**config.mk**
```make
export PLATFORM = sky130hd
export DESIGN_NAME = gpio_pin_config_bank
export DESIGN_NICKNAME = d
export VERILOG_FILES = /design/src/gpio_pin_pkg.sv /design/src/gpio_pin_config_bank.sv
export VERILOG_INCLUDE_DIRS = /design/src
export SDC_FILE = /design/constraint.sdc
export NUM_CORES = 1
export LEC_CHECK = 0
export ABC_AREA = 1
export BUFFER_PORTS_ARGS = -buffer_cell sky130_fd_sc_hd__buf_4
export CORE_MARGIN = 3
export CORE_UTILIZATION = 47
export DETAILED_ROUTE_END_ITERATION = 12
export PLACE_DENSITY_LB_ADDON = 0.08
export REMOVE_ABC_BUFFERS = 1
export SLEW_MARGIN = 30
export SYNTH_ARGS = -nofsm -noshare
export SYNTH_HDL_FRONTEND = slang
export SYNTH_SLANG_ARGS = --single-unit
```
**constraint.sdc**
```tcl
create_clock -name pclk -period 1.3 [get_ports pclk]
set_input_delay 0.195 -clock pclk [delete_from_list [all_inputs] [get_ports pclk]]
set_output_delay 0.195 -clock pclk [all_outputs]
set_load 0.03 [all_outputs]
```
**src/gpio_pin_config_bank_regs.svh**
```systemverilog
// register indices, field positions, reset values and masks of the pin bank
`ifndef GPIO_PIN_CONFIG_BANK_REGS_SVH
`define GPIO_PIN_CONFIG_BANK_REGS_SVH

// ----------------------------------------------------------------
// register indices (byte address is four times the index)
// ----------------------------------------------------------------
`define GPIO_1_5_CONFIG_IDX 8'h28
`define GPIO_1_6_CONFIG_IDX 8'h29
`define GPIO_1_7_CONFIG_IDX 8'h2A
`define GPIO_2_0_CONFIG_IDX 8'h2B
`define GPIO_2_1_CONFIG_IDX 8'h2C
`define GPIO_2_2_CONFIG_IDX 8'h2D
`define GPIO_2_4_CONFIG_IDX 8'h2F
`define GPIO_2_5_CONFIG_IDX 8'h30
`define GPIO_DATA_IDX       8'h40
`define GPIO_STATUS_IDX     8'h41
`define GPIO_MASK_IDX       8'h42

// ----------------------------------------------------------------
// configuration fields
// ----------------------------------------------------------------
`define CFG_DIR_BIT     0
`define CFG_POL_BIT     1
`define CFG_ALT_BIT     2
`define CFG_ALT_HI_BIT  3
`define CFG_ODRAIN_BIT  7
`define CFG_RESET       8'h01
`define CFG_WMASK_ONE   8'h87
`define CFG_WMASK_TWO   8'h8F
`define CFG_WMASK_NONE  8'h83

// ----------------------------------------------------------------
// alternate select codes of two-bit fields
// ----------------------------------------------------------------
`define ALT_GPIO  2'h0
`define ALT_KBC   2'h1
`define ALT_SEL_B 2'h2
`define ALT_SEL_C 2'h3

// ----------------------------------------------------------------
// status and mask bits
// ----------------------------------------------------------------
`define STAT_EDGE0_BIT 0
`define STAT_EDGE1_BIT 1
`define STAT_WIDTH     2

`endif

```
**src/gpio_pin_pkg.sv**
```systemverilog
// types shared by the pin configuration bank
package gpio_pin_pkg;

  // signals driven by the alternate-function units into the bank
  typedef struct packed {
    logic kbc_port_bit7;
    logic kbc_port_bit6;
    logic kbc_port_bit2;
    logic floppy_drive_select_1_n;
    logic floppy_motor_select_1_n;
  } unit_drive_s;

  // pin levels handed to the alternate-function units
  typedef struct packed {
    logic joystick1_y_axis;
    logic joystick2_x_axis;
    logic joystick2_y_axis;
    logic kbc_port_bit7;
    logic kbc_port_bit6;
    logic kbc_port_bit2;
    logic interrupt_request_6_input;
    logic music_serial_receive;
  } unit_sense_s;

  typedef logic [7:0] cfg_t;

endpackage

```
**src/gpio_pin_config_bank.sv**
```systemverilog
// pin configuration bank: per-pin direction, polarity, driver, alt routing
`timescale 1ns/100ps
`include "gpio_pin_config_bank_regs.svh"

module gpio_pin_config_bank
  import gpio_pin_pkg::*;
#(
  parameter int ADDR_WIDTH = 12
) (
  input  wire logic                  pclk,
  input  wire logic                  presetn,
  input  wire logic                  psel,
  input  wire logic                  penable,
  input  wire logic                  pwrite,
  input  wire logic [ADDR_WIDTH-1:0] paddr,
  input  wire logic [31:0]           pwdata,
  output logic      [31:0]           prdata,
  output logic                       pready,
  output logic                       pslverr,
  input  wire logic [7:0]            pad_in,
  output logic      [7:0]            pad_out,
  output logic      [7:0]            pad_oe,
  input  wire unit_drive_s           unit_drive,
  output unit_sense_s                unit_sense,
  output logic                       irq
);

  // ----------------------------------------------------------------
  // elaboration check
  // ----------------------------------------------------------------
  if (ADDR_WIDTH < 10 || ADDR_WIDTH > 32) begin : g_bad_width
    $error("ADDR_WIDTH must lie between 10 and 32");
  end

  // pin slots: 0=1.5 1=1.6 2=1.7 3=2.0 4=2.1 5=2.2 6=2.4 7=2.5
  localparam logic [7:0] CFG_IDX [0:7] = '{
    `GPIO_1_5_CONFIG_IDX, `GPIO_1_6_CONFIG_IDX, `GPIO_1_7_CONFIG_IDX,
    `GPIO_2_0_CONFIG_IDX, `GPIO_2_1_CONFIG_IDX, `GPIO_2_2_CONFIG_IDX,
    `GPIO_2_4_CONFIG_IDX, `GPIO_2_5_CONFIG_IDX};
  // reserved bits are not stored, so they read back as zero
  localparam logic [7:0] CFG_WMASK [0:7] = '{
    `CFG_WMASK_ONE, `CFG_WMASK_ONE, `CFG_WMASK_ONE,
    `CFG_WMASK_TWO, `CFG_WMASK_TWO, `CFG_WMASK_TWO,
    `CFG_WMASK_NONE, `CFG_WMASK_ONE};

  // ----------------------------------------------------------------
  // state
  // ----------------------------------------------------------------
  cfg_t                   cfg [0:7];
  logic [7:0]             gpio_data;
  logic [7:0]             pin_in;
  logic [7:0]             pin_prev;
  logic [`STAT_WIDTH-1:0] status;
  logic [`STAT_WIDTH-1:0] mask;
  logic                   first_cycle;
  // per-pin fields, declared early since the read mux uses them
  logic [7:0]             dir_vec;
  logic [7:0]             pol_vec;
  logic [7:0]             od_vec;
  logic [7:0]             sel1_vec;
  logic [1:0]             sel20;
  logic [1:0]             sel21;
  logic [1:0]             sel22;
  logic [7:0]             val_in;

  // ----------------------------------------------------------------
  // bus decode
  // ----------------------------------------------------------------
  logic [7:0]  cfg_hit;
  logic        data_hit;
  logic        stat_hit;
  logic        mask_hit;
  logic        any_hit;
  logic        access;
  logic        commit;
  logic        wr_commit;
  logic        rd_commit;
  logic [31:0] rd_data;
  logic [7:0]  cfg_rd;

  for (genvar i = 0; i < 8; i++) begin : g_dec
    assign cfg_hit[i] = paddr == ADDR_WIDTH'({CFG_IDX[i], 2'b00});
  end
  assign data_hit  = paddr == ADDR_WIDTH'({`GPIO_DATA_IDX, 2'b00});
  assign stat_hit  = paddr == ADDR_WIDTH'({`GPIO_STATUS_IDX, 2'b00});
  assign mask_hit  = paddr == ADDR_WIDTH'({`GPIO_MASK_IDX, 2'b00});
  assign any_hit   = |cfg_hit | data_hit | stat_hit | mask_hit;
  // one wait state keeps prdata and pready straight from flops
  assign access    = psel & penable & ~pready;
  assign commit    = psel & penable & pready;
  assign wr_commit = commit & pwrite & any_hit;
  assign rd_commit = commit & ~pwrite;

  always_comb begin
    cfg_rd = 8'h00;
    for (int i = 0; i < 8; i++) begin
      if (cfg_hit[i]) begin
        cfg_rd = cfg[i];
      end
    end
  end

  assign rd_data = data_hit ? {24'h0, pin_in ^ pol_vec}
                 : stat_hit ? {{(32-`STAT_WIDTH){1'b0}}, status}
                 : mask_hit ? {{(32-`STAT_WIDTH){1'b0}}, mask}
                 : {24'h0, cfg_rd};

  // ----------------------------------------------------------------
  // per-pin fields
  // ----------------------------------------------------------------
  for (genvar i = 0; i < 8; i++) begin : g_fld
    assign dir_vec[i]  = cfg[i][`CFG_DIR_BIT];
    assign pol_vec[i]  = cfg[i][`CFG_POL_BIT];
    assign od_vec[i]   = cfg[i][`CFG_ODRAIN_BIT];
    assign sel1_vec[i] = cfg[i][`CFG_ALT_BIT];
  end
  assign sel20  = cfg[3][`CFG_ALT_HI_BIT:`CFG_ALT_BIT];
  assign sel21  = cfg[4][`CFG_ALT_HI_BIT:`CFG_ALT_BIT];
  assign sel22  = cfg[5][`CFG_ALT_HI_BIT:`CFG_ALT_BIT];
  assign val_in = pin_in ^ pol_vec;

  // ----------------------------------------------------------------
  // output source per pin
  // ----------------------------------------------------------------
  logic [7:0] out_src;
  logic [7:0] drive_lvl;
  logic [7:0] next_pad_out;
  logic [7:0] next_pad_oe;

  assign out_src[3] = sel20 == `ALT_KBC   ? unit_drive.kbc_port_bit7
                    : sel20 == `ALT_SEL_B ? unit_drive.floppy_drive_select_1_n
                    : gpio_data[3];
  assign out_src[4] = sel21 == `ALT_KBC ? unit_drive.kbc_port_bit6
                    : gpio_data[4];
  assign out_src[5] = sel22 == `ALT_KBC   ? unit_drive.kbc_port_bit2
                    : sel22 == `ALT_SEL_C ? unit_drive.floppy_motor_select_1_n
                    : gpio_data[5];
  // pin 2.4 is plain gpio only
  assign out_src[6] = gpio_data[6];
  assign out_src[2:0] = gpio_data[2:0];
  assign out_src[7]   = gpio_data[7];

  // invert on the way out too
  assign drive_lvl    = out_src ^ pol_vec;
  // open drain only ever pulls low
  assign next_pad_out = drive_lvl & ~od_vec;
  // outputs only when direction is zero
  assign next_pad_oe  = ~dir_vec & (~od_vec | ~drive_lvl);

  // ----------------------------------------------------------------
  // routing to the units
  // ----------------------------------------------------------------
  unit_sense_s next_sense;
  logic [`STAT_WIDTH-1:0] edge_set;

  always_comb begin
    next_sense.joystick1_y_axis = sel1_vec[0] & val_in[0];
    next_sense.joystick2_x_axis = sel1_vec[1] & val_in[1];
    next_sense.joystick2_y_axis = sel1_vec[2] & val_in[2];
    next_sense.kbc_port_bit7 = sel20 == `ALT_KBC ? val_in[3] : 1'b1;
    next_sense.kbc_port_bit6 = sel21 == `ALT_KBC ? val_in[4] : 1'b1;
    next_sense.interrupt_request_6_input =
      sel21 == `ALT_SEL_C ? val_in[4] : 1'b0;
    next_sense.kbc_port_bit2 = sel22 == `ALT_KBC ? val_in[5] : 1'b1;
    // music receive, idle high like a serial line
    next_sense.music_serial_receive = sel1_vec[7] ? val_in[7] : 1'b1;
  end

  // either-edge input 0 on pin 2.1
  assign edge_set[`STAT_EDGE0_BIT] =
    (sel21 == `ALT_SEL_B) & (pin_in[4] ^ pin_prev[4]);
  // either-edge input 1 on pin 2.2
  assign edge_set[`STAT_EDGE1_BIT] =
    (sel22 == `ALT_SEL_B) & (pin_in[5] ^ pin_prev[5]);

  // set wins over the read clear
  logic [`STAT_WIDTH-1:0] next_status;
  assign next_status = (status & ~{`STAT_WIDTH{rd_commit & stat_hit}})
                     | edge_set;

  // ----------------------------------------------------------------
  // registers
  // ----------------------------------------------------------------
  always_ff @(posedge pclk or negedge presetn) begin
    if (!presetn) begin
      for (int i = 0; i < 8; i++) begin
        cfg[i] <= `CFG_RESET;
      end
    end else if (wr_commit) begin
      for (int i = 0; i < 8; i++) begin
        if (cfg_hit[i]) begin
          cfg[i] <= pwdata[7:0] & CFG_WMASK[i];
        end
      end
    end
  end

  always_ff @(posedge pclk or negedge presetn) begin
    if (!presetn) begin
      gpio_data <= 8'h00;
      mask      <= '0;
    end else begin
      if (wr_commit && data_hit) begin
        gpio_data <= pwdata[7:0];
      end
      if (wr_commit && mask_hit) begin
        mask <= pwdata[`STAT_WIDTH-1:0];
      end
    end
  end

  always_ff @(posedge pclk or negedge presetn) begin
    if (!presetn) begin
      pready  <= 1'b0;
      prdata  <= 32'h0000_0000;
      pslverr <= 1'b0;
    end else begin
      pready  <= access;
      prdata  <= (access && !pwrite && any_hit) ? rd_data : 32'h0000_0000;
      pslverr <= access & ~any_hit;
    end
  end

  always_ff @(posedge pclk or negedge presetn) begin
    if (!presetn) begin
      pin_in      <= 8'h00;
      pin_prev    <= 8'h00;
      status      <= '0;
      irq         <= 1'b0;
      pad_out     <= 8'h00;
      pad_oe      <= 8'h00;
      unit_sense  <= '0;
      first_cycle <= 1'b1;
    end else begin
      pin_in      <= pad_in;
      pin_prev    <= pin_in;
      status      <= next_status;
      irq         <= |(next_status & mask);
      pad_out     <= next_pad_out;
      pad_oe      <= next_pad_oe;
      unit_sense  <= next_sense;
      first_cycle <= 1'b0;
    end
  end

  // ----------------------------------------------------------------
  // assertions
  // ----------------------------------------------------------------
  AST_DIR_INPUT: assert property (
    @(posedge pclk) disable iff (!presetn)
    cfg[6][`CFG_DIR_BIT] |=> !pad_oe[6])
    else $error("input pin is driven");

  AST_POL_OUT: assert property (
    @(posedge pclk) disable iff (!presetn)
    !cfg[6][`CFG_DIR_BIT] && !cfg[6][`CFG_ODRAIN_BIT]
    |=> pad_oe[6] && pad_out[6] == ($past(gpio_data[6]) ^ $past(pol_vec[6])))
    else $error("push-pull output level wrong");

  AST_OPEN_DRAIN: assert property (
    @(posedge pclk) disable iff (!presetn)
    !cfg[6][`CFG_DIR_BIT] && cfg[6][`CFG_ODRAIN_BIT]
    |=> !pad_out[6] && pad_oe[6] == !$past(drive_lvl[6]))
    else $error("open drain drove high");

  AST_RESET_VAL: assert property (
    @(posedge pclk) disable iff (!presetn)
    first_cycle |-> cfg[0] == 8'h01 && cfg[3] == 8'h01 && cfg[6] == 8'h01)
    else $error("config not at reset value");

  AST_JOY1Y: assert property (
    @(posedge pclk) disable iff (!presetn)
    sel1_vec[0] ##1 sel1_vec[0]
    |-> unit_sense.joystick1_y_axis == $past(val_in[0]))
    else $error("joystick route wrong");

  AST_DS1: assert property (
    @(posedge pclk) disable iff (!presetn)
    sel20 == `ALT_SEL_B && !cfg[3][`CFG_DIR_BIT] && !od_vec[3]
    |=> pad_out[3] ==
        ($past(unit_drive.floppy_drive_select_1_n) ^ $past(pol_vec[3])))
    else $error("drive select not on pin");

  AST_INTERRUPT_REQUEST_6_INPUT: assert property (
    @(posedge pclk) disable iff (!presetn)
    sel21 != `ALT_SEL_C |=> !unit_sense.interrupt_request_6_input)
    else $error("interrupt_request_6_input passed while not selected");

  AST_EDGE1: assert property (
    @(posedge pclk) disable iff (!presetn)
    sel22 == `ALT_SEL_B && $changed(pin_in[5])
    |=> status[`STAT_EDGE1_BIT])
    else $error("edge not latched");

  AST_RESERVED: assert property (
    @(posedge pclk) disable iff (!presetn)
    commit && !pwrite && cfg_hit[0] |-> prdata[6:3] == 4'h0)
    else $error("reserved bits read nonzero");

  AST_MIDI: assert property (
    @(posedge pclk) disable iff (!presetn)
    !sel1_vec[7] |=> unit_sense.music_serial_receive)
    else $error("music receive not idle");

  AST_PLAIN: assert property (
    @(posedge pclk) disable iff (!presetn)
    cfg[6][`CFG_ALT_HI_BIT:`CFG_ALT_BIT] == 2'b00)
    else $error("pin 2.4 holds select bits");

  AST_JOY2X: assert property (
    @(posedge pclk) disable iff (!presetn)
    sel1_vec[1] ##1 sel1_vec[1]
    |-> unit_sense.joystick2_x_axis == $past(val_in[1]))
    else $error("joystick 2 x route wrong");

  AST_JOY2Y: assert property (
    @(posedge pclk) disable iff (!presetn)
    sel1_vec[2] ##1 sel1_vec[2]
    |-> unit_sense.joystick2_y_axis == $past(val_in[2]))
    else $error("joystick 2 y route wrong");

  AST_KBC6_OUT: assert property (
    @(posedge pclk) disable iff (!presetn)
    sel21 == `ALT_KBC && !dir_vec[4] && !od_vec[4]
    |=> pad_out[4] == ($past(unit_drive.kbc_port_bit6) ^ $past(pol_vec[4])))
    else $error("kbc bit 6 not on pin");

  AST_EDGE0: assert property (
    @(posedge pclk) disable iff (!presetn)
    sel21 == `ALT_SEL_B && $changed(pin_in[4])
    |=> status[`STAT_EDGE0_BIT])
    else $error("edge 0 not latched");

  AST_MOTOR: assert property (
    @(posedge pclk) disable iff (!presetn)
    sel22 == `ALT_SEL_C && !dir_vec[5] && !od_vec[5]
    |=> pad_out[5] ==
        ($past(unit_drive.floppy_motor_select_1_n) ^ $past(pol_vec[5])))
    else $error("motor select not on pin");

  AST_RSVD_TWO: assert property (
    @(posedge pclk) disable iff (!presetn)
    commit && !pwrite && cfg_hit[4] |-> prdata[6:4] == 3'h0)
    else $error("two-bit reserved bits read nonzero");

endmodule

```
==> parameters.txt, run 1 <==
Parameter                              Value

Run status
  Result of the run ... finished with violations
  Failing checks ... negative setup slack

Floorplanning
  Die Outline Area ... 0.01057 mm^2
  Number of cell rows ... 34
  I/O pin count ... 121
  Core Box Area ... 0.008891 mm^2
  Die height ... 102.8 um
  Width of the die ... 102.8 um
  Effective utilization at floorplan ... 49.55%

Min path
  Path category of the worst min-delay check ... in2reg

Timing
  Minimum period implied by the final worst setup slack ... 1.436 ns
  Setup Skew ... 0.01367 ns
  Worst hold slack after final layout ... 0.02722 ns
  Post-route clock period utilization ... 110.4%
  Hold Vio Cnt, Final ... 0
  RSZ-0062 raised after global routing ... true
  Max Slew Vio Count ... 0
  Final setup violating endpoints ... 49
  Highest achievable clock rate ... 0.6966 GHz
  Worst Slack Setup Final ... -0.1356 ns

Layout
  Share of cells above drive strength 1 ... 40.55%
  Filler cells ... 719
  Non-Filler Cell Area, Final ... 0.006344 mm^2
  Antenna diodes ... 0
  NumNets Final ... 746
  Layout Utilization ... 71.35%
  Area added between synthesis and finish ... 43.99%

Global route
  Via count of the first global-routing pass ... 3,772
  Number of antenna violations at the first check in global routing ... 0
  Pin count of the biggest net entering global routing ... 52
  Remaining global-route overflow ... 0
  Combined global-route utilization of all metal layers ... 23.70%
  Wire length of the first global-routing pass ... 18.97 mm

Drt
  Routed length per instance ... 15.42 um
  Post-route antenna net violation count ... 0
  Total Routed Length ... 12.28 mm
  Ratio of routed vias to standard cells ... 4.878
  Total number of vias ... 3,883
  Initial DRC count ... 194
  Number of iterations in the first detailed-routing pass ... 4
  DRC viols ... 0

Clocking
  Level count of the clock H-tree ... 3
  CTS tree ... yes
  Clock latency reported for the late side of the worst-skew pair ... 0.36 ns
  CTS Buf Count ... 9
  Number of buffers between clock root and the deepest sink ... 2
  Root cell of the clock tree ... sky130_fd_sc_hd__clkbuf_8
  Clock-pin transition on the worst setup and hold timing paths ... 0.09 ns
  Number of sinks handled by clock tree synthesis ... 91

Placement
  Port Buf Inserts ... 72
  Post-detailed-placement half-perimeter wirelength ... 8.591 mm
  Final RePlAce weighted congestion ... 0.9092
  Post-Place Cell Area ... 0.005429 mm^2

Power and ir drop
  Post-layout total power ... 5546 uW
  Total leakage power ... 0.003269 uW
  Peak VDD IR ... 0.8911 mV
  Pwr Density ... 874.3 mW/mm^2

Synthesis
  Mapped Avg Cell Area ... 8.538 um^2
  Post-synthesis cell count ... 516
  Cell area after synthesis ... 0.004405 mm^2
  Yosys warns ... 0
  Library cell with the largest summed area after synthesis ... sky130_fd_sc_hd__dfrtp_1
  Largest cells by area after synthesis ... sky130_fd_sc_hd__dfrtp_1 47%, sky130_fd_sc_hd__nand2_1 10%, sky130_fd_sc_hd__inv_1 6.2%, sky130_fd_sc_hd__dfstp_2 4.8%, sky130_fd_sc_hd__o21ai_0 4.5%
  Post-synthesis sequential area ratio ... 51.92%
  Flop and latch count out of synthesis ... 91
  Post-synth cell types ... 34
  Fraction of post-synthesis cell area in the top cell type by area ... 47.15%

Setup path
  Type of the worst setup path ... in2reg
  Critical path, cell by cell ... buf_6 > inv_4 > buf_6 > nand4_1 > nor3_4 > nand2_2 > nand2_1 > inv_2 > nand4_4 > nand2_8 > buf_12 > nor2_4 > nand2_1 > nand2_1
  Startpoint class of the critical path ... input pin
  Max stage delay cell, worst path ... sky130_fd_sc_hd__nor3_4
  Biggest cell delay along the critical path ... 0.23 ns
  Kind of capture point of the worst setup path ... flop
  CP most frequent cell ... sky130_fd_sc_hd__nand2_1
  Arr. time, crit path ... 1.74 ns
  Worst-path maximum fanout ... 7
  Gate family responsible for the most delay along the worst path ... simple AND/OR/NAND/NOR gates
  WP buf/inv ... 5
  Req. time, crit path ... 1.60 ns

Job
  Max-Cap Viols ... 0
-- path summary, 6_finish.rpt --
path                            cells past startpoint      endpoint       from  slack (ns)
worst max register to register                      7        cfg[2]     pready       -0.10
worst max-delay path                               14        cfg[2]   paddr[6]       -0.14
min in group asynchronous                           3       cfg[41]    presetn        0.35
max in group asynchronous                           3       cfg[16]    presetn        0.64
worst min-delay path                                3  gpio_data[6]  pwdata[6]        0.03
worst min register to register                      1    pad_out[3]    cfg[39]        0.43
-- sequential cells by signal (all words and copies together), names as in the netlist --
register    cells
mask            2
pin_in          8
irq             1
pad_out         8
pready          1
gpio_data       8
pslverr         1
pin_prev        2
pad_oe          8
prdata          8
cfg            34
status          2
unit_sense      8
-- per-stage QoR --
step / worst slack [ns] / instances / TNS [ns]
after detailed placement: -0.5694 / 747 / -27.03
final: -0.1356 / 796 / -3.177
after global placement: -0.5344 / 747 / -25.70
after floorplan: -0.3951 / 509 / -15.09
after CTS: -0.07521 / 783 / -1.248
after global routing: -0.2446 / 796 / -7.989
-- synthesized netlist by cell type, drive strengths merged --
cell type	n
nand2	126
dfrtp	83
inv	79
o21ai	68
nor2	51
buf	28
nand3	26
xnor2	15
dfstp	8
a21oi	7
nor3	6
nand4	4
o31ai	3
xor2	3
clkbuf	2
o211ai	2
or2	2
a22o	1
a31oi	1
conb	1
-- logic make-up (layout without fill, tap and decap cells) --
kind of cell / Yosys count / after routing / share of synthesized area (%)
simple gates: 215 / 219 / 23.18
xor+xnor: 18 / 18 / 3.579
compound gates: 82 / 82 / 9.713
flops: 91 / 91 / 51.92
buf+inv: 109 / 254 / 11.53
other cells: 1 / 24 / 0.08512
-- area by class of cell --
type | instances | area (um^2) | share of cell area, %
clock buffer | 10 | 137.6 | 2.170
clock inverter | 5 | 85.08 | 1.341
inverter | 79 | 306.5 | 4.832
multi-input combinational | 343 | 2066 | 32.56
sequential | 91 | 2287 | 36.06
tap | 108 | 135.1 | 2.130
timing repair buffer | 160 | 1326 | 20.91
-- repair_timing --
action	4_1_cts	5_1_grt
pin swaps	9	26
buffers inserted	10	14
endpoints found under the hold margin	91	0
endpoints found under the setup margin	52	57
cloned	2	2
resized for setup	42	84
hold buffers	9	0
-- layout by cell type, fill, tap and decap left out, types with 10 or more instances in the layout --
| cell type | synthesis | final |
|---|---|---|
| sky130_fd_sc_hd__buf_4 | 24 | 133 |
| sky130_fd_sc_hd__buf_6 | 1 | 14 |
| sky130_fd_sc_hd__clkbuf_8 | 0 | 10 |
| sky130_fd_sc_hd__conb_1 | 1 | 24 |
| sky130_fd_sc_hd__dfrtp_1 | 83 | 83 |
| sky130_fd_sc_hd__inv_1 | 73 | 67 |
| sky130_fd_sc_hd__nand2_1 | 120 | 98 |
| sky130_fd_sc_hd__nand2_2 | 4 | 24 |
| sky130_fd_sc_hd__nand3_1 | 25 | 14 |
| sky130_fd_sc_hd__nor2_1 | 36 | 24 |
| sky130_fd_sc_hd__nor2_4 | 7 | 21 |
| sky130_fd_sc_hd__o21ai_0 | 40 | 22 |
| sky130_fd_sc_hd__o21ai_1 | 28 | 39 |
| sky130_fd_sc_hd__xnor2_1 | 15 | 15 |
-- tightest hold or removal path, stage by stage --
cell and delay (ns):
sky130_fd_sc_hd__buf_4 0.08, sky130_fd_sc_hd__nand2_1 0.04, sky130_fd_sc_hd__nand2_1 0.05
-- metal layers --
metal | vias to the layer above | share of wire (%) | global-route usage [%]
met5 | - | 0 | 0
met4 | 0 | 1.1 | 6.972
met3 | 11 | 5.8 | 4.668
met2 | 103 | 49 | 39.28
met1 | 1851 | 44 | 31.74
li1 | 1918 | - | -
-- power breakdown --
part	total [uW]	switching, uW	internal [uW]	leakage [uW]
Clock	2150	1010	1140	0.000115
Combinational	525	337	188	0.00210
Sequential	2870	14.3	2850	0.00106
Total	5550	1360	4180	0.00327
Note: power is estimated with default switching activity, not from simulation.
==> run 2: changes to the inputs <==
Settings changed: CTS_BUF_LIST from default to sky130_fd_sc_hd__clkbuf_16.
==> run 2 against run 1 <==
Compared with the run above:
- largest cell class unchanged
- the run still ends with negative setup slack left
- largest power group unchanged
- via count grew 0.41%
- register-to-register slack worse by 0.05 ns
- non-clock buffer count increased by 1
- power increased by 12%
- core utilization rose by 2.0 points
- cell area increased by 2.8%
==> parameters.txt, run 2 (synthesis results as in run 1) <==
Parameter                              Value

Run status
  Result of the run ... finished with violations
  Failing checks ... negative setup slack

Clocking
  Level count of the clock H-tree ... 3
  Number of sinks handled by clock tree synthesis ... 91
  Root cell of the clock tree ... sky130_fd_sc_hd__clkbuf_16
  CTS tree ... yes
  Number of buffers between clock root and the deepest sink ... 2
  Clock-pin transition on the worst setup and hold timing paths ... 0.07 ns
  CTS Buf Count ... 9
  Clock latency reported for the late side of the worst-skew pair ... 0.35 ns

Timing
  Minimum period implied by the final worst setup slack ... 1.511 ns
  RSZ-0062 raised after global routing ... true
  Max Slew Vio Count ... 0
  Final setup violating endpoints ... 52
  Post-route clock period utilization ... 116.2%
  Worst hold slack after final layout ... 0.04944 ns
  Highest achievable clock rate ... 0.6618 GHz
  Setup Skew ... 0.01006 ns
  Worst Slack Setup Final ... -0.2111 ns
  Hold Vio Cnt, Final ... 0
  Final-layout setup total negative slack ... -6.502 ns

Setup path
  Critical path, cell by cell ... buf_6 > inv_4 > buf_6 > nand4_1 > nor3_4 > nand2_2 > nand2_1 > inv_2 > nand4_4 > buf_12 > nand2_8 > nor2_4 > buf_4 > nand2_1 > o21ai_1
  Kind of capture point of the worst setup path ... flop
  Biggest cell delay along the critical path ... 0.23 ns
  Startpoint class of the critical path ... input pin
  Worst-path maximum fanout ... 7
  Type of the worst setup path ... in2reg
  Arr. time, crit path ... 1.78 ns
  Req. time, crit path ... 1.57 ns
  Max stage delay cell, worst path ... sky130_fd_sc_hd__nor3_4

Layout
  Largest register by flop count ... cfg
  Layout Utilization ... 73.37%
  Highest-count cells in the layout ignoring fill and taps ... 129 x sky130_fd_sc_hd__buf_4, 90 x sky130_fd_sc_hd__nand2_1, 83 x sky130_fd_sc_hd__dfrtp_1
  Number of flip-flops under the largest register name ... 34
  Most common cell after layout, fill and taps aside ... sky130_fd_sc_hd__buf_4
  Filler cells ... 682
  Antenna diodes ... 0
  Share of cells above drive strength 1 ... 42.88%
  NumNets Final ... 746
  Area added between synthesis and finish ... 48.08%

Placement
  Final RePlAce weighted congestion ... 0.9092
  Post-detailed-placement half-perimeter wirelength ... 8.591 mm
  Port Buf Inserts ... 72

Drt
  Ratio of routed vias to standard cells ... 4.898
  Post-route antenna net violation count ... 0
  Total number of vias ... 3,899
  DRC viols ... 0
  Initial DRC count ... 149
  Total Routed Length ... 12.51 mm
  Number of iterations in the first detailed-routing pass ... 5
  Routed length per instance ... 15.71 um

Power and ir drop
  Pwr Density ... 950.1 mW/mm^2
  Total leakage power ... 0.003334 uW
  Peak VDD IR ... 0.8749 mV

Global route
  Number of antenna violations at the first check in global routing ... 0
  Wire length of the first global-routing pass ... 18.80 mm
  Remaining global-route overflow ... 0
  Via count of the first global-routing pass ... 3,717
  Combined global-route utilization of all metal layers ... 23.61%
  Pin count of the biggest net entering global routing ... 52

Floorplanning
  Effective utilization at floorplan ... 49.55%
  Die height ... 102.8 um
  Die Outline Area ... 0.01057 mm^2
  Width of the die ... 102.8 um
  I/O pin count ... 121
  Number of cell rows ... 34
  Core Box Area ... 0.008891 mm^2

Min path
  Path category of the worst min-delay check ... in2reg

Job
  Max-Cap Viols ... 0
[run 2: through the flow]
step           worst slack [ns]  instance area (um^2)  total power (uW)  instances
6_report                -0.2111                  6524              6198        796
5_1_grt                 -0.3166                  6524              6378        796
4_1_cts                -0.09961                  6033              6189        782
3_5_place_dp            -0.5694                  5429              3371        747
3_3_place_gp            -0.5344                  5429              3370        747
2_1_floorplan           -0.3951                  4280              3105        509
[run 2: path summary, 6_finish.rpt]
path / start / to / slack [ns] / cells after the start
max in group asynchronous: presetn / cfg[24] / 0.62 / 3
min in group asynchronous: presetn / pad_oe[2] / 0.36 / 3
worst min-delay path: pwdata[6] / gpio_data[6] / 0.05 / 3
worst max register to register: pready / cfg[58] / -0.15 / 7
worst min register to register: cfg[39] / pad_out[3] / 0.43 / 1
worst max-delay path: paddr[6] / gpio_data[5] / -0.21 / 15
[run 2: power breakdown]
group | switching (uW) | leakage [uW] | internal [uW]
Combinational | 341 | 0.00212 | 190
Sequential | 13.8 | 0.00106 | 2860
Clock | 1110 | 0.000155 | 1680
[run 2: what timing repair did]
item,CTS,global route
pin swaps,7,36
buffers inserted,9,16
endpoints found under the setup margin,52,58
gates resized for setup,34,122
cloned,2,1
hold buffers,9,0
endpoints found under the hold margin,91,0
[run 2: critical path: cells and delay by family]
family / cells / cell delay, ns
buf+inv: 6 / 0.57
compound gates: 1 / 0.07
simple gates: 8 / 0.94
[run 2: layout make-up]
cell class / instances / area (um^2) / area share (%)
Multi-Input combinational cell: 342 / 2128 / 32.62
Clock inverter: 6 / 88.84 / 1.362
Timing Repair Buffer: 161 / 1353 / 20.73
Tap cell: 108 / 135.1 / 2.071
Sequential cell: 91 / 2287 / 35.06
Inverter: 79 / 306.5 / 4.699
Clock buffer: 9 / 225.2 / 3.452
[run 2: layer usage]
layer | wire (um) | vias up | part of all wire, % | track usage [%]
met4 | 197 | 0 | 1.6 | 6.773
met2 | 6141 | 118 | 49 | 38.68
met3 | 616 | 16 | 4.9 | 4.601
met5 | 0 | - | 0 | 0
li1 | - | 1912 | - | -
met1 | 5551 | 1853 | 44 | 32.13
